$ cat src/include/pppl_pkg.sv
// Shared constants and types for the port PHY parameter preload block
`default_nettype none
package pppl_pkg;
    localparam int NUM_PORTS = 4;
    localparam int PIDX_W    = 2;
    localparam int AW        = 12;
    localparam int PAGE_L    = 8;

    // Preload word addresses of port 0 and the step between ports
    localparam logic [7:0] LINK_W0 = 8'h20;
    localparam logic [7:0] PHY2_W0 = 8'h30;
    localparam logic [7:0] PHY_W0  = 8'h40;
    localparam logic [7:0] W_STEP  = 8'h02;

    // Fields inside the link preload word
    localparam int LW_FTS_H = 7, LW_FTS_L = 0;
    localparam int LW_DSK_H = 9, LW_DSK_L = 8;
    localparam int LW_SCR_H = 11, LW_SCR_L = 10;
    localparam int LW_L0S = 12;
    localparam int LW_SSEL_H = 14, LW_SSEL_L = 13;
    localparam int LW_SEN = 15;
    // Fields inside the upper and lower PHY preload words
    localparam int P2W_H = 14, P2W_L = 0;
    localparam int PW_P2_H = 4, PW_P2_L = 0;
    localparam int PW_P3_H = 11, PW_P3_L = 5;
    localparam int PW_DEM = 12;
    localparam int PW_CDT = 13;
    localparam int PW_DCS_H = 15, PW_DCS_L = 14;

    // Target configuration offsets within a port page
    localparam logic [7:0] OFS_DESKEW = 8'h68;
    localparam logic [7:0] OFS_LINK   = 8'h78;
    localparam logic [7:0] OFS_PHY2   = 8'h7C;
    localparam logic [7:0] OFS_DCNT   = 8'h8C;
    localparam logic [7:0] OFS_PHY3   = 8'h90;
    localparam logic [7:0] OFS_DEEMPH = 8'hF0;
    // Target field positions
    localparam int T68_DSK_H = 14, T68_DSK_L = 13;
    localparam int T78_FTS_H = 7, T78_FTS_L = 0;
    localparam int T78_SCR_H = 9, T78_SCR_L = 8;
    localparam int T78_L0S = 10;
    localparam int T78_CDT = 11;
    localparam int T78_SSEL_H = 13, T78_SSEL_L = 12;
    localparam int T78_SEN = 14;
    localparam int T7C_HI_H = 30, T7C_HI_L = 16;
    localparam int T7C_LO_H = 12, T7C_LO_L = 8;
    localparam int T8C_DCS_H = 9, T8C_DCS_L = 8;
    localparam int T90_P3_H = 6, T90_P3_L = 0;
    localparam int TF0_DEM = 6;

    // Loader control and status words
    localparam logic [AW-1:0] CTRL_ADR = 12'h000;
    localparam logic [AW-1:0] STAT_ADR = 12'h004;
    localparam logic [3:0]    PAGE_P0  = 4'h1;
    localparam int CTRL_HOLD = 0, CTRL_RELOAD = 1;
    localparam int ST_LOAD_B = 0, ST_RDY_B = 1, ST_CNT_L = 8;
    localparam logic [7:0] CNT_MAX = 8'hFF;

    typedef struct packed {
        logic        valid;
        logic [7:0]  addr;
        logic [15:0] data;
    } pppl_word_s;

    typedef struct packed {
        logic [7:0]  fts;
        logic [1:0]  dsk;
        logic [1:0]  scr;
        logic        l0s;
        logic [1:0]  ssel;
        logic        sen;
        logic [14:0] p2hi;
        logic [4:0]  p2lo;
        logic [6:0]  p3;
        logic        dem;
        logic        cdt;
        logic [1:0]  dcs;
    } pppl_cfg_s;

    typedef struct packed {
        logic [31:0] r68;
        logic [31:0] r78;
        logic [31:0] r7c;
        logic [31:0] r8c;
        logic [31:0] r90;
        logic [31:0] rf0;
    } pppl_img_s;

    localparam pppl_cfg_s CFG_RST = '0;

    typedef enum logic [1:0] {
        ST_LOAD  = 2'b01,
        ST_READY = 2'b10
    } pppl_state_e;
endpackage
`default_nettype wire

$ cat src/logic/pppl_apb_slave.sv
// APB slave phase handling with zero wait states
`timescale 1ns/1ps
`default_nettype none
module pppl_apb_slave (
    input  wire logic        pclk,
    input  wire logic        presetn,
    input  wire logic        psel,
    input  wire logic        penable,
    input  wire logic        pwrite,
    input  wire logic [31:0] rd_data,
    input  wire logic        addr_ok,
    output logic             pready,
    output logic [31:0]      prdata,
    output logic             pslverr,
    output logic             wr_stb
);
    import pppl_pkg::*;

    wire logic setup  = psel & ~penable;
    wire logic access = psel & penable;

    // Answer captured in setup so it is a flop in the access phase
    assign pready = 1'b1;
    assign wr_stb = access & pwrite & addr_ok;

    always_ff @(posedge pclk or negedge presetn) begin
        if (!presetn) begin
            prdata  <= '0;
            pslverr <= 1'b0;
        end else if (setup) begin
            prdata  <= pwrite ? '0 : rd_data;
            pslverr <= ~addr_ok;
        end else if (access) begin
            pslverr <= 1'b0;
        end
    end
endmodule
`default_nettype wire

$ cat src/logic/pppl_port_cfg.sv
// One port's preloadable configuration fields and their register images
`timescale 1ns/1ps
`default_nettype none
module pppl_port_cfg #(
    parameter logic [7:0] LW  = 8'h00,
    parameter logic [7:0] P2W = 8'h00,
    parameter logic [7:0] PW  = 8'h00
) (
    input  wire logic                 pclk,
    input  wire logic                 presetn,
    input  wire pppl_pkg::pppl_word_s word,
    input  wire logic                 load_en,
    input  wire logic                 wr_en,
    input  wire logic [7:0]           wr_ofs,
    input  wire logic [31:0]          wdata,
    output var pppl_pkg::pppl_cfg_s   cfg,
    output var pppl_pkg::pppl_img_s   img,
    output logic                      hit
);
    import pppl_pkg::*;

    pppl_cfg_s   next_cfg;
    wire logic [15:0] d = word.data;
    wire logic   take = load_en & word.valid;
    wire logic   lk   = take & (word.addr == LW);
    wire logic   p2   = take & (word.addr == P2W);
    wire logic   ph   = take & (word.addr == PW);
    wire logic   w68  = wr_en & (wr_ofs == OFS_DESKEW);
    wire logic   w78  = wr_en & (wr_ofs == OFS_LINK);
    wire logic   w7c  = wr_en & (wr_ofs == OFS_PHY2);
    wire logic   w8c  = wr_en & (wr_ofs == OFS_DCNT);
    wire logic   w90  = wr_en & (wr_ofs == OFS_PHY3);
    wire logic   wf0  = wr_en & (wr_ofs == OFS_DEEMPH);

    assign hit = lk | p2 | ph;

    always_comb begin
        next_cfg = cfg;
        if (lk) begin
            next_cfg.fts  = d[LW_FTS_H:LW_FTS_L];
            next_cfg.dsk  = d[LW_DSK_H:LW_DSK_L];
            next_cfg.scr  = d[LW_SCR_H:LW_SCR_L];
            next_cfg.l0s  = d[LW_L0S];
            next_cfg.ssel = d[LW_SSEL_H:LW_SSEL_L];
            next_cfg.sen  = d[LW_SEN];
        end
        if (p2)
            next_cfg.p2hi = d[P2W_H:P2W_L];
        if (ph) begin
            next_cfg.p2lo = d[PW_P2_H:PW_P2_L];
            next_cfg.p3   = d[PW_P3_H:PW_P3_L];
            // Always this port's own F0h
            next_cfg.dem  = d[PW_DEM];
            next_cfg.cdt  = d[PW_CDT];
            next_cfg.dcs  = d[PW_DCS_H:PW_DCS_L];
        end
        // Software overrides only after the preload has finished
        if (w68)
            next_cfg.dsk = wdata[T68_DSK_H:T68_DSK_L];
        if (w78) begin
            next_cfg.fts  = wdata[T78_FTS_H:T78_FTS_L];
            next_cfg.scr  = wdata[T78_SCR_H:T78_SCR_L];
            next_cfg.l0s  = wdata[T78_L0S];
            next_cfg.cdt  = wdata[T78_CDT];
            next_cfg.ssel = wdata[T78_SSEL_H:T78_SSEL_L];
            next_cfg.sen  = wdata[T78_SEN];
        end
        if (w7c) begin
            next_cfg.p2hi = wdata[T7C_HI_H:T7C_HI_L];
            next_cfg.p2lo = wdata[T7C_LO_H:T7C_LO_L];
        end
        if (w8c)
            next_cfg.dcs = wdata[T8C_DCS_H:T8C_DCS_L];
        if (w90)
            next_cfg.p3 = wdata[T90_P3_H:T90_P3_L];
        if (wf0)
            next_cfg.dem = wdata[TF0_DEM];
    end

    always_ff @(posedge pclk or negedge presetn) begin
        if (!presetn)
            cfg <= CFG_RST;
        else
            cfg <= next_cfg;
    end

    // Uncovered bits stay at their zero default
    always_comb begin
        img = '0;
        img.r68[T68_DSK_H:T68_DSK_L]   = cfg.dsk;
        img.r78[T78_FTS_H:T78_FTS_L]   = cfg.fts;
        img.r78[T78_SCR_H:T78_SCR_L]   = cfg.scr;
        img.r78[T78_L0S]               = cfg.l0s;
        img.r78[T78_CDT]               = cfg.cdt;
        img.r78[T78_SSEL_H:T78_SSEL_L] = cfg.ssel;
        img.r78[T78_SEN]               = cfg.sen;
        img.r7c[T7C_HI_H:T7C_HI_L]     = cfg.p2hi;
        img.r7c[T7C_LO_H:T7C_LO_L]     = cfg.p2lo;
        img.r8c[T8C_DCS_H:T8C_DCS_L]   = cfg.dcs;
        img.r90[T90_P3_H:T90_P3_L]     = cfg.p3;
        img.rf0[TF0_DEM]               = cfg.dem;
    end
endmodule
`default_nettype wire

$ cat src/logic/pppl_top.sv
// Preload loader for per-port link and PHY configuration fields
//
// The placing of the registers and the APB slave port were decided locally.
`timescale 1ns/1ps
`default_nettype none
module pppl_top (
    input  wire logic                    pclk,
    input  wire logic                    presetn,
    input  wire logic                    psel,
    input  wire logic                    penable,
    input  wire logic                    pwrite,
    input  wire logic [pppl_pkg::AW-1:0] paddr,
    input  wire logic [31:0]             pwdata,
    output logic                         pready,
    output logic [31:0]                  prdata,
    output logic                         pslverr,
    input  wire pppl_pkg::pppl_word_s    preload_word,
    input  wire logic                    preload_end,
    output logic                         train_enable,
    output var pppl_pkg::pppl_cfg_s [pppl_pkg::NUM_PORTS-1:0] port_cfg
);
    import pppl_pkg::*;

    pppl_state_e      state;
    pppl_state_e      next_state;
    logic             train_hold;
    logic [7:0]       word_cnt;
    logic             wr_stb;
    logic             addr_ok;
    logic [31:0]      rd_data;
    pppl_img_s        img [NUM_PORTS];
    logic [NUM_PORTS-1:0] port_hit;
    logic [NUM_PORTS-1:0] port_wr;

    // Address decode
    wire logic [3:0]  page  = paddr[AW-1:PAGE_L];
    wire logic [7:0]  ofs   = paddr[PAGE_L-1:0];
    wire logic [3:0]  pdiff = page - PAGE_P0;
    wire logic [PIDX_W-1:0] pidx = pdiff[PIDX_W-1:0];
    wire logic is_ctrl = (paddr == CTRL_ADR);
    wire logic is_stat = (paddr == STAT_ADR);
    wire logic in_port = (pdiff < 4'(NUM_PORTS));
    wire logic ofs_ok  = (ofs == OFS_DESKEW) | (ofs == OFS_LINK)
                       | (ofs == OFS_PHY2) | (ofs == OFS_DCNT)
                       | (ofs == OFS_PHY3) | (ofs == OFS_DEEMPH);

    assign addr_ok = is_ctrl | is_stat | (in_port & ofs_ok);

    wire logic loading    = (state == ST_LOAD);
    wire logic ctrl_wr    = wr_stb & is_ctrl;
    wire logic reload_req = ctrl_wr & pwdata[CTRL_RELOAD];
    // Port writes during a load are dropped so preload data wins
    wire logic port_wr_any = wr_stb & in_port & ofs_ok & ~loading;
    wire logic any_hit    = |port_hit;

    // Read selection
    pppl_img_s sel_img;
    assign sel_img = img[pidx];

    wire logic [31:0] port_rd =
        (ofs == OFS_DESKEW) ? sel_img.r68 :
        (ofs == OFS_LINK)   ? sel_img.r78 :
        (ofs == OFS_PHY2)   ? sel_img.r7c :
        (ofs == OFS_DCNT)   ? sel_img.r8c :
        (ofs == OFS_PHY3)   ? sel_img.r90 :
        (ofs == OFS_DEEMPH) ? sel_img.rf0 : '0;

    wire logic [31:0] ctrl_rd = 32'(train_hold) << CTRL_HOLD;
    wire logic [31:0] stat_rd = (32'(loading) << ST_LOAD_B)
                              | (32'(state == ST_READY) << ST_RDY_B)
                              | (32'(word_cnt) << ST_CNT_L);

    assign rd_data = is_ctrl ? ctrl_rd :
                     is_stat ? stat_rd :
                     (in_port & ofs_ok) ? port_rd : '0;

    pppl_apb_slave u_apb (
        .pclk    (pclk),
        .presetn (presetn),
        .psel    (psel),
        .penable (penable),
        .pwrite  (pwrite),
        .rd_data (rd_data),
        .addr_ok (addr_ok),
        .pready  (pready),
        .prdata  (prdata),
        .pslverr (pslverr),
        .wr_stb  (wr_stb)
    );

    // Loader sequencing: load after reset, then release training
    always_comb begin
        next_state = state;
        case (state)
            ST_LOAD: begin
                if (preload_end)
                    next_state = ST_READY;
            end
            ST_READY: begin
                if (reload_req)
                    next_state = ST_LOAD;
            end
            default: next_state = ST_LOAD;
        endcase
    end

    always_ff @(posedge pclk or negedge presetn) begin
        if (!presetn)
            state <= ST_LOAD;
        else
            state <= next_state;
    end

    // Training lags the load by one edge, drops with a reload
    always_ff @(posedge pclk or negedge presetn) begin
        if (!presetn)
            train_enable <= 1'b0;
        else
            train_enable <= (state == ST_READY) & ~train_hold
                            & ~reload_req;
    end

    always_ff @(posedge pclk or negedge presetn) begin
        if (!presetn)
            train_hold <= 1'b0;
        else if (ctrl_wr)
            train_hold <= pwdata[CTRL_HOLD];
    end

    // Count of preload words applied, saturating
    always_ff @(posedge pclk or negedge presetn) begin
        if (!presetn)
            word_cnt <= '0;
        else if (reload_req)
            word_cnt <= '0;
        else if (loading & any_hit & (word_cnt != CNT_MAX))
            word_cnt <= word_cnt + 8'h01;
    end

    for (genvar p = 0; p < NUM_PORTS; p++) begin : g_port
        localparam logic [7:0] STEP = 8'(W_STEP * p);
        assign port_wr[p] = port_wr_any & (pidx == PIDX_W'(p));
        pppl_port_cfg #(
            .LW  (LINK_W0 + STEP),
            .P2W (PHY2_W0 + STEP),
            .PW  (PHY_W0 + STEP)
        ) u_cfg (
            .pclk    (pclk),
            .presetn (presetn),
            .word    (preload_word),
            .load_en (loading),
            .wr_en   (port_wr[p]),
            .wr_ofs  (ofs),
            .wdata   (pwdata),
            .cfg     (port_cfg[p]),
            .img     (img[p]),
            .hit     (port_hit[p])
        );
    end

    logic [15:0] wd_q;
    always_ff @(posedge pclk or negedge presetn) begin
        if (!presetn)
            wd_q <= '0;
        else
            wd_q <= preload_word.data;
    end

    for (genvar p = 0; p < NUM_PORTS; p++) begin : g_chk
        localparam logic [7:0] ST = 8'(W_STEP * p);
        localparam logic [7:0] LW = LINK_W0 + ST;
        localparam logic [7:0] P2 = PHY2_W0 + ST;
        localparam logic [7:0] PW = PHY_W0 + ST;

        if (p == 0) begin : g_p0

        end else begin : g_pn

        end

        if (p == 1) begin : g_p1

        end
    end
endmodule
`default_nettype wire

$ cat config.mk
export PLATFORM = sky130hd
export DESIGN_NAME = pppl_top
export DESIGN_NICKNAME = d
export VERILOG_FILES = /design/src/include/pppl_pkg.sv /design/src/logic/pppl_apb_slave.sv /design/src/logic/pppl_port_cfg.sv /design/src/logic/pppl_top.sv
export SDC_FILE = /design/constraint.sdc
export NUM_CORES = 1
export LEC_CHECK = 0
export ABC_CLOCK_PERIOD_IN_PS = 3600
export BUFFER_PORTS_ARGS = -buffer_cell sky130_fd_sc_hd__buf_4
export CAP_MARGIN = 15
export CELL_PAD_IN_SITES_DETAIL_PLACEMENT = 1
export CELL_PAD_IN_SITES_GLOBAL_PLACEMENT = 2
export CORE_MARGIN = 2
export CORE_UTILIZATION = 38
export DETAILED_ROUTE_END_ITERATION = 12
export PLACE_DENSITY_LB_ADDON = 0.1
export SYNTH_ARGS = -nofsm -noshare
export SYNTH_HDL_FRONTEND = slang
export SYNTH_SLANG_ARGS = --single-unit
$ cat constraint.sdc
create_clock -name pclk -period 3.6 [get_ports pclk]
set_clock_uncertainty 0.05 [all_clocks]
set_input_delay 1.08 -clock pclk [delete_from_list [all_inputs] [get_ports pclk]]
set_output_delay 1.08 -clock pclk [all_outputs]
set_load 0.02 [all_outputs]
## Word level (Yosys, flattened, before mapping)

Cells that the tools add are included.

- Input port bits: 75
- Flip-flop bits (word level): 233
- Logic and storage cells: 265

- Reduce and logical (&&, ||, !) cells: 38
- $lt $le $gt $ge: 2
- Eq/ne operators: 27
- Bitwise logic cells: 78
- $add $sub $neg: 2
- Muxes and demuxes: 64

Operators by type and width:

| operator | number |
|---|---|
| 192-bit binary-select mux with 2-bit select | 1 |
| 192-bit 2-to-1 mux | 2 |
| 32-bit 2-to-1 mux | 10 |
| 16-bit 2-to-1 mux | 8 |
| 20-bit 2-to-1 mux | 4 |
| 2-bit nonzero test | 34 |
| 8-bit by 6-bit equality test with 1-bit output, second input constant | 8 |
| 15-bit 2-to-1 mux | 4 |
| 8-bit by 7-bit equality test with 1-bit output, second input constant | 7 |
| 1-bit AND | 55 |
| 8-bit 2-to-1 mux | 6 |
| 7-bit 2-to-1 mux | 4 |
| 8-bit equality test, second input constant | 3 |
| 6-bit 2-to-1 mux | 4 |
| 2-bit 2-to-1 mux | 10 |
| 2-bit by 16-bit OR with 16-bit output | 1 |
| 1-bit OR | 15 |
| 12-bit by 3-bit equality test with 1-bit output, second input constant | 1 |
| 12-bit zero test | 1 |
| 1-bit 2-to-1 mux | 10 |
| 8-bit by 1-bit adder with 8-bit output, second input constant | 1 |
| 8-bit != test, second input constant | 1 |
| 2-bit equality test, second input constant | 3 |
| 1-bit inverter | 5 |
| other kinds (11) | 13 |

## Depth between registers and ports, before layout

Gate-level depths: netlist of the first run.

- Depth in word-level cells: 15
- Depth in mapped cells: 13

## Modules after synthesis

A second synthesis of the first run with hierarchy kept.

- Cells, all modules: 2607
- Area, all modules: 25072.8 µm²

Modules (own cells, without submodules):

| module | seq. area each (µm²) | instances | area each (µm²) | cells each |
|---|---|---|---|---|
| pppl_port_cfg at g_port[1].u_cfg ... | 1176.1 | 2 | 4446.8 | 539 |
| pppl_top | 301.5 | 1 | 7001.7 | 557 |
| pppl_port_cfg at g_port[3].u_cfg | 1176.1 | 1 | 3781.1 | 431 |
| pppl_port_cfg at g_port[0].u_cfg | 1176.1 | 1 | 3747.3 | 431 |
| pppl_apb_slave | 825.8 | 1 | 1649.1 | 110 |

## Least setup slack after synthesis of the first run

Ideal clock, no wire load.

- Kind: input to register
- Start point: in paddr[8] in the netlist's numbering
- End point: reg g_port[0].u_cfg.cfg[34] in the netlist's numbering
- Data arrival time: 3556 ps
- Buffers on the path: 5
- Setup slack: -124 ps
- Stages: 12
- Data required time: 3432 ps
- Path through: buf_2 > buf_2 > buf_2 > inv_1 > ha_1 > or2_2 > o31a_1 > buf_6 > buf_6 > nor3_4 > nor2_2 > a21o_1

- Longest elaborated chain between the ends: 11
- Elaborated cells on any way between the ends: 16
- Those cells by class: 1 x add/sub; 1 x order compare; 1 x eq/ne; 1 x mux; 9 x bitwise; 3 x reduce/logical

RTL lines:

| item | RTL line | text |
|---|---|---|
| from (decl) | pppl_top.sv:12 | `input wire logic [pppl_pkg::AW-1:0] paddr,` |
| 4-bit by 1-bit subtractor with 4-bit output | pppl_top.sv:38 | `wire logic [3:0] pdiff = page - PAGE_P0;` |
| 4-bit by 3-bit less-than comparator with 1-bit output | pppl_top.sv:42 | `wire logic in_port = (pdiff < 4'(NUM_PORTS));` |
| 1-bit AND | pppl_top.sv:47 | `assign addr_ok = is_ctrl \| is_stat \| (in_port & ofs_ok);` |
| 1-bit OR | pppl_top.sv:47 |  |
| 1-bit AND | pppl_apb_slave.sv:24 | `assign wr_stb = access & pwrite & addr_ok;` |
| 1-bit AND (3 in a row) | pppl_top.sv:53 | `wire logic port_wr_any = wr_stb & in_port & ofs_ok & ~loading;` |
| 1-bit AND (*) | pppl_top.sv:142 | `assign port_wr[p] = port_wr_any & (pidx == PIDX_W'(p));` |
| 1-bit AND (*) | pppl_port_cfg.sv:29 | `wire logic w78 = wr_en & (wr_ofs == OFS_LINK);` |
| 6-bit 2-to-1 mux / 2-bit nonzero test (equally long branches) | - |  |
| to (signal assigned) | pppl_port_cfg.sv:84 | `cfg <= next_cfg;` |
| to (decl) | pppl_port_cfg.sv:16 | `output var pppl_pkg::pppl_cfg_s cfg,` |

Mark *: on every way between the ends. The rest lies on a longest branch, timed or not.
A chain may end at the register's enable or synchronous reset.

## Final worst setup path of the first run

- Start point: in paddr[8] in the netlist's numbering
- End point: reg g_port[0].u_cfg.cfg[28] in the netlist's numbering

- Longest elaborated chain between the ends: 11
- Elaborated cells on any way between the ends: 16
- Those cells by class: 1 x add/sub; 1 x order compare; 1 x eq/ne; 1 x mux; 9 x bitwise; 3 x reduce/logical

RTL lines:

| item | RTL line | text |
|---|---|---|
| 4-bit by 1-bit subtractor with 4-bit output | pppl_top.sv:38 |  |
| 4-bit by 3-bit less-than comparator with 1-bit output | pppl_top.sv:42 |  |
| 1-bit AND | pppl_top.sv:47 |  |
| 1-bit OR | pppl_top.sv:47 |  |
| 1-bit AND | pppl_apb_slave.sv:24 |  |
| 1-bit AND (3 in a row) | pppl_top.sv:53 |  |
| 1-bit AND (*) | pppl_top.sv:142 |  |
| 1-bit AND (*) | pppl_port_cfg.sv:30 | `wire logic w7c = wr_en & (wr_ofs == OFS_PHY2);` |
| 20-bit 2-to-1 mux / 2-bit nonzero test (equally long branches) | - |  |

Marks and branches as above.

==> run_results.csv, run 1 <==
group,metric,value,unit
detailed_routing,num_vias,10647,
hold_path,worst_hold_path_type,"primary input to async pin",
cells_and_area,multiInputGateArea,6110,µm²
detailed_routing,postRouteAntennaNets,0,
synth,post_synth_instance_area,12400,µm²
cells_and_area,nNetsFinal,1452,
clock_tree,htree_num_levels,1,
synth,yosys.area_share.xor_xnor,0.00494,
timing,tns_setup,0,ns
floorplanning,pin_count,298,
clock_tree,clock_path_buffers,3,
clock_tree,cts-buffers-inserted,29,
setup_path,worstPathArrival,3.20,ns
global_routing,globalRouteTotalUtil,0.286,
detailed_routing,initialDrtViolationCount,655,
timing,portion_of_the_clock_cycle_consumed_by_the_worst_path_in_the_final_layout,0.769,
clock_tree,root_buffer,"sky130_fd_sc_hd__clkbuf_16",
timing,worst_slew_pin_slew,0.993,ns
detailed_routing,routed_wire_length_per_instance,26.7,µm
clock_tree,cts.clk_slew.worst_paths,0.06,ns
floorplanning,die-area,34100,µm²
synth,synthMuxAreaShare,0.161,
cells_and_area,syn2layout_area_growth,30.5,%
cells_and_area,num-fill-cells,3515,
detailed_routing,detail_route.vias_per_cell,5.81,
synth,synth_top_cell_by_area,"sky130_fd_sc_hd__dfrtp_1",
global_routing,grt_max_degree,93,
cells_and_area,final_common_cell,"sky130_fd_sc_hd__buf_4",
synth,synth.avg_cell_area,11.5,µm²
setup_path,cp-end-kind,"register",
detailed_routing,dr.pass1.iters,5,
cells_and_area,fraction_of_final_layout_cells_sized_beyond_drive_strength_1,0.356,
synth,synth-edff-count,0,
synth,synthesis.nets,1159,
floorplanning,standard_cell_rows,66,
synth,yosys.area_share.simple,0.116,
setup_path,critPathKind,"primary input to register",
clock_tree,tritoncts,"yes",
synth,fraction_of_registers_with_async_set_or_reset_after_synthesis,1.00,
timing,finalMaxSlewViolations,0,
timing,grt_setup_unrepaired,"no",
synth,ys_ff_latch,232,
synth,netlist.area_leader.share,0.466,
clock_tree,cts_resized,0,
clock_tree,clock_net_sink_count,232,
synth,synth-main-ff-cell,"sky130_fd_sc_hd__dfrtp_1",
synth,synthesis.instances,1078,
timing,report.final.setup_viol,0,
global_routing,globalRouteOverflowTotal,0,
floorplanning,die_height,185,µm
floorplanning,floorplan.core_area,32400,µm²
global_routing,first_global_vias,11129,
floorplanning,chipWidth,185,µm
clock_tree,cts_post_setup_buffers_inserted,0,
cells_and_area,postLayoutCellArea,16200,µm²
power,power_per_cell_area,401,nW/µm²
timing,worst_slew_margin_rel,0.336,
synth,synth_top_family_by_area,"compound AO/OA/AOI/OAI gates",
timing,finalHoldViolCount,0,
setup_path,data_required_critical_path,4.03,ns
power,peakVddDrop,0.340,mV
cells_and_area,antennaDiodeCount,0,
cells_and_area,layout.area.seq,5810,µm²
global_routing,grt_pass1_wl,72.0,mm
synth,synth_adder_area_share,0.00605,
synth,synth.area.top_cells,"sky130_fd_sc_hd__dfrtp_1 (47%), sky130_fd_sc_hd__mux4_2 (8.5%), sky130_fd_sc_hd__mux2i_1 (6.7%)",
timing,f_max,361,MHz
power,cellLeakagePower,8.08,nW
timing,period_minus_slack,2.77,ns
run,maxCapViolCount,0,
detailed_routing,wirelength,48.9,mm
global_routing,number_of_antenna_violations_at_the_first_check_in_global_routing,3,
synth,yosys_warnings,0,
cells_and_area,most-common-layout-cells,"sky130_fd_sc_hd__buf_4 (348), sky130_fd_sc_hd__dfrtp_1 (231), sky130_fd_sc_hd__nand2_1 (106), sky130_fd_sc_hd__o21ai_0 (93), sky130_fd_sc_hd__a22o_1 (88)",
detailed_routing,final_routed_drc_violation_total,0,
outcome,outcome,"finished, final reports clean",
place,globalplace.congestion,0.864,
place,port-buffer-count,293,
clock_tree,clock_insertion_delay_worst_skew,0.55,ns
clock_tree,post_cts_hold_buffer_count,0,
setup_path,cp_max_fo,30,
setup_path,crit_path_start_kind,"primary input",
synth,yosys.cell_types.count,62,
place,detailed_place_hpwl,35.4,mm
synth,synth.yosys.seq_area_share,0.468,
floorplanning,initial_cell_density_of_the_core,0.383,
place,post_dp_cell_area,15300,µm²
synth,synth-compound-area-share,0.202,
[path summary, 6_finish.rpt]
check	start	end	slack [ns]	cells past startpoint
worst min register to register	train_hold	train_enable	0.42	1
worst max-delay path	paddr[8]	g_port[0].u_cfg.cfg[28]	0.83	10
worst max register to register	state[0]	g_port[1].u_cfg.cfg[24]	1.20	5
worst min-delay path	presetn	u_apb.prdata[1]	0.35	1
min in group pclk	train_hold	train_enable	0.42	1
max in group asynchronous	presetn	g_port[0].u_cfg.cfg[16]	2.32	2
[layer usage]
metal  vias up  part of all wire  track usage
met4         0             0.031       0.0908
met5         -                 0            0
met2       380              0.47        0.457
li1       4641                 -            -
met3        73             0.061       0.0464
met1      5553              0.44        0.400
[kinds of logic after synthesis]
| group | after synthesis |
|---|---|
| AOI/OAI and AO/OA | 346 |
| xor gates and xnor gates | 7 |
| adders and majority gates | 6 |
| buffers and inverters | 100 |
| DFF | 232 |
| muxes | 139 |
| other | 2 |
| and+or+nand+nor | 246 |
[cells in the mapped netlist, drive strengths merged (3+ instances only)]
cell / number
dfrtp: 231
nand2: 106
o21ai: 105
a22o: 88
a21o: 84
mux2i: 83
buf: 63
mux4: 47
nor2: 40
clkbuf: 33
nor3: 25
a22oi: 22
a32o: 16
nor4: 12
a221o: 11
mux2: 9
nand3: 9
a21oi: 8
nor3b: 8
nand3b: 7
xnor2: 7
and3: 6
and3b: 6
ha: 6
inv: 4
nand2b: 4
nor2b: 4
o31ai: 4
nand4: 3
o21a: 3
[metrics by stage]
step | utilization | cells | worst slack [ns] | power (mW) | hold slack (ns)
2_1_floorplan | - | 1078 | 0.0794 | 3.28 | 0.379
3_3_place_gp | 0.472 | 1782 | 0.351 | 3.75 | 0.407
3_5_place_dp | 0.472 | 1782 | 0.294 | 3.76 | 0.412
4_1_cts | 0.500 | 1834 | 0.851 | 6.55 | 0.341
5_1_grt | 0.500 | 1834 | 0.677 | 6.71 | 0.353
6_report | 0.500 | 1834 | 0.831 | 6.49 | 0.349
[power breakdown]
part | internal (mW) | leakage [nW] | switching (mW)
Sequential | 2.72 | 3.22 | 0.111
Clock | 1.64 | 0.446 | 1.14
Combinational | 0.355 | 4.42 | 0.531
[registers in the layout, indices dropped and copies added (netlist names)]
signal / count
g_port.u_cfg.cfg: 188
state: 2
train_enable: 1
train_hold: 1
u_apb.prdata: 31
u_apb.pslverr: 1
word_cnt: 8
[worst max-delay path, cell delays in order]
cell	delay, ns
sky130_fd_sc_hd__buf_4	0.12
sky130_fd_sc_hd__inv_1	0.07
sky130_fd_sc_hd__ha_1	0.22
sky130_fd_sc_hd__or2_2	0.30
sky130_fd_sc_hd__o31a_1	0.28
sky130_fd_sc_hd__buf_12	0.18
sky130_fd_sc_hd__nor3_4	0.22
sky130_fd_sc_hd__buf_4	0.40
sky130_fd_sc_hd__a22o_1	0.21
sky130_fd_sc_hd__a21o_1	0.09
[final cells by class]
class | instances | area share
clock buffer | 46 | 0.0537
multi-input combinational | 746 | 0.377
sequential | 232 | 0.359
timing repair buffer | 358 | 0.173
inverter | 4 | 0.000927
clock inverter | 6 | 0.00224
tap | 442 | 0.0341
(Power assumes the default switching activity.)
==> inputs of run 2 (changes only) <==
Settings changed: ABC_CLOCK_PERIOD_IN_PS 3600 to 2320, CORE_UTILIZATION 38 to 31.
Clock period 3.6 ns to 2.32 ns, I/O delays scaled along.
==> run 2 against run 1 <==
Sequential cell count unchanged; clock-buffer cell count decreased by 3; global-route usage decreased by 3.0 points; critical path depth decreased by 3; sequential share of layout area decreased by 3.0 points; first-iteration DRC count decreased by 8.1%; sequential power increased by 55%; combinational power increased by 70%; register-to-register slack got worse by 1.2 ns; cell count increased by 11%; utilization decreased by 5.5 points.
==> run_results.csv, run 2 (synthesized netlist as in run 1, its figures left out) <==
group,metric,value,unit
global_routing,grt_pass1_wl,79.4,mm
setup_path,reg2regPathDepth,7,
clock_tree,clock_insertion_delay_worst_skew,0.57,ns
cells_and_area,max_ffs_per_register,188,
power,power_per_cell_area,602,nW/µm²
detailed_routing,postRouteAntennaNets,0,
global_routing,grt_max_degree,45,
detailed_routing,dr.pass1.iters,5,
cells_and_area,biggestRegsByFlops,"g_port.u_cfg.cfg (188), u_apb.prdata (31), word_cnt (8)",
setup_path,timing.critical_path.from,"state[0]",
clock_tree,htree_num_levels,1,
detailed_routing,final_routed_drc_violation_total,0,
global_routing,globalRouteTotalUtil,0.257,
floorplanning,initial_cell_density_of_the_core,0.313,
hold_path,worst_hold_path_type,"primary input to async pin",
floorplanning,floorplan.core_area,39600,µm²
setup_path,crit_path_start_kind,"register",
cells_and_area,syn2layout_area_growth,42.4,%
setup_path,critPathKind,"register to register",
run,maxCapViolCount,0,
place,port-buffer-count,293,
outcome,outcome,"finished, final reports clean",
power,sequential_power_share,0.414,
clock_tree,clock_path_buffers,3,
setup_path,endpoint,"g_port[2].u_cfg.cfg[0]",
timing,portion_of_the_clock_cycle_consumed_by_the_worst_path_in_the_final_layout,0.987,
cells_and_area,most_flop_heavy_register,"g_port.u_cfg.cfg",
power,comb_power_share,0.142,
floorplanning,chipWidth,204,µm
clock_tree,cts-buffers-inserted,29,
global_routing,first_global_vias,11590,
detailed_routing,initialDrtViolationCount,602,
setup_path,r2r_start,"state[0]",
detailed_routing,wirelength,53.7,mm
place,detailed_place_hpwl,41.1,mm
timing,f_max,437,MHz
cells_and_area,antennaDiodeCount,0,
timing,worst_slew_pin_slew,0.604,ns
floorplanning,die-area,41600,µm²
global_routing,globalRouteOverflowTotal,0,
setup_path,worstReg2RegEnd,"g_port[2].u_cfg.cfg[0]",
timing,finalHoldViolCount,0,
setup_path,worstPathArrival,2.69,ns
detailed_routing,detail_route.vias_per_cell,5.46,
setup_path,cp-end-kind,"register",
cells_and_area,final_core_util,0.446,
clock_tree,root_buffer,"sky130_fd_sc_hd__clkbuf_16",
power,power.internal,7.71,mW
detailed_routing,num_vias,11077,
timing,finalMaxSlewViolations,0,
detailed_routing,routed_wire_length_per_instance,26.5,µm
clock_tree,post_cts_hold_buffer_count,0,
timing,report.final.setup_viol,0,
timing,period_minus_slack,2.29,ns
power,p_sw_frac,0.275,
floorplanning,pin_count,298,
floorplanning,standard_cell_rows,73,
cells_and_area,nNetsFinal,1563,
power,p_switching,2.93,mW
clock_tree,cts.clk_slew.worst_paths,0.07,ns
setup_path,cp_max_fo,5,
power,pwr-share-clk,0.444,
setup_path,data_required_critical_path,2.72,ns
cells_and_area,final_common_cell,"sky130_fd_sc_hd__buf_4",
setup_path,slack_of_the_worst_reg_to_reg_path,0.03,ns
place,globalplace.congestion,0.815,
timing,grt_setup_unrepaired,"yes",
global_routing,number_of_antenna_violations_at_the_first_check_in_global_routing,0,
power,peakVddDrop,0.477,mV
cells_and_area,most-common-layout-cells,"sky130_fd_sc_hd__buf_4 (432), sky130_fd_sc_hd__dfrtp_1 (231), sky130_fd_sc_hd__nand2_1 (106), sky130_fd_sc_hd__a22o_1 (88), sky130_fd_sc_hd__a21o_1 (84)",
clock_tree,tritoncts,"yes",
power,report.power.total,10.6,mW
power,cellLeakagePower,8.86,nW
cells_and_area,fraction_of_final_layout_cells_sized_beyond_drive_strength_1,0.413,
clock_tree,clock_net_sink_count,232,
timing,worst_slew_margin_rel,0.595,
floorplanning,die_height,204,µm
-- run 2: repair_timing --
action / 4_1_cts / 5_1_grt
resized for setup: 0 / 1
setup buffers: 0 / 0
endpoints found under the setup margin: 0 / 37
-- run 2: how the worst min path moves through the flow --
stage | cells after the start | end | slack, ns
floorplan | 0 | g_port[0].u_cfg.cfg[0] | 0.35
global placement | 1 | train_enable | 0.41
detailed placement | 1 | train_enable | 0.41
CTS | 1 | g_port[3].u_cfg.cfg[40] | 0.0008
global route | 1 | train_hold | 0.02
finish | 1 | u_apb.prdata[3] | 0.002
-- run 2: cell type report --
cell class | count | area [µm²]
inverter | 4 | 22.5
tap | 525 | 657
fill | 4318 | 22000
timing repair buffer | 469 | 3980
clock inverter | 9 | 138
sequential | 232 | 5810
multi-input combinational | 746 | 6210
clock buffer | 43 | 848
-- run 2: worst max-delay path, stage by stage (launching register included) --
cell                       delay [ns]
sky130_fd_sc_hd__dfstp_2         0.55
sky130_fd_sc_hd__nor4bb_1        0.24
sky130_fd_sc_hd__buf_4           0.19
sky130_fd_sc_hd__nand2_1         0.16
sky130_fd_sc_hd__nor2_2          0.35
sky130_fd_sc_hd__buf_4           0.20
sky130_fd_sc_hd__and3b_1         0.17
sky130_fd_sc_hd__a221o_1         0.27
-- run 2: per-layer routing --
layer  share of wire  routed length, µm  vias up  global-route usage
li1                -                  -     4887                   -
met1            0.46              24800     5800               0.367
met2            0.46              24900      334               0.412
met3           0.058               3100       56              0.0437
met4           0.018                986        0              0.0494
met5               0                  0        -                   0
-- run 2: stage by stage --
stage	worst slack [ns]	std cells	hold slack (ns)	TNS, ns	instance area, µm²
after CTS	0.0226	2028	0.000828	0	17700
final	0.0292	2028	0.00222	0	17700
after detailed placement	-0.533	1976	0.414	-84.21	16700
after floorplan	-0.462	1078	0.350	-83.43	12600
after global placement	-0.507	1976	0.409	-81.01	16700
after global routing	-0.0635	2028	0.0160	-0.605	17700
-- run 2: power groups by stage --
| stage | Combinational [mW] | Clock [mW] | Sequential, mW |
|---|---|---|---|
| after floorplan | 0.552 | 0 | 4.57 |
| after global placement | 1.50 | 0 | 4.47 |
| after detailed placement | 1.52 | 0 | 4.47 |
| after CTS | 1.52 | 4.85 | 4.40 |
| after global routing | 1.61 | 4.99 | 4.42 |
| final | 1.51 | 4.73 | 4.40 |
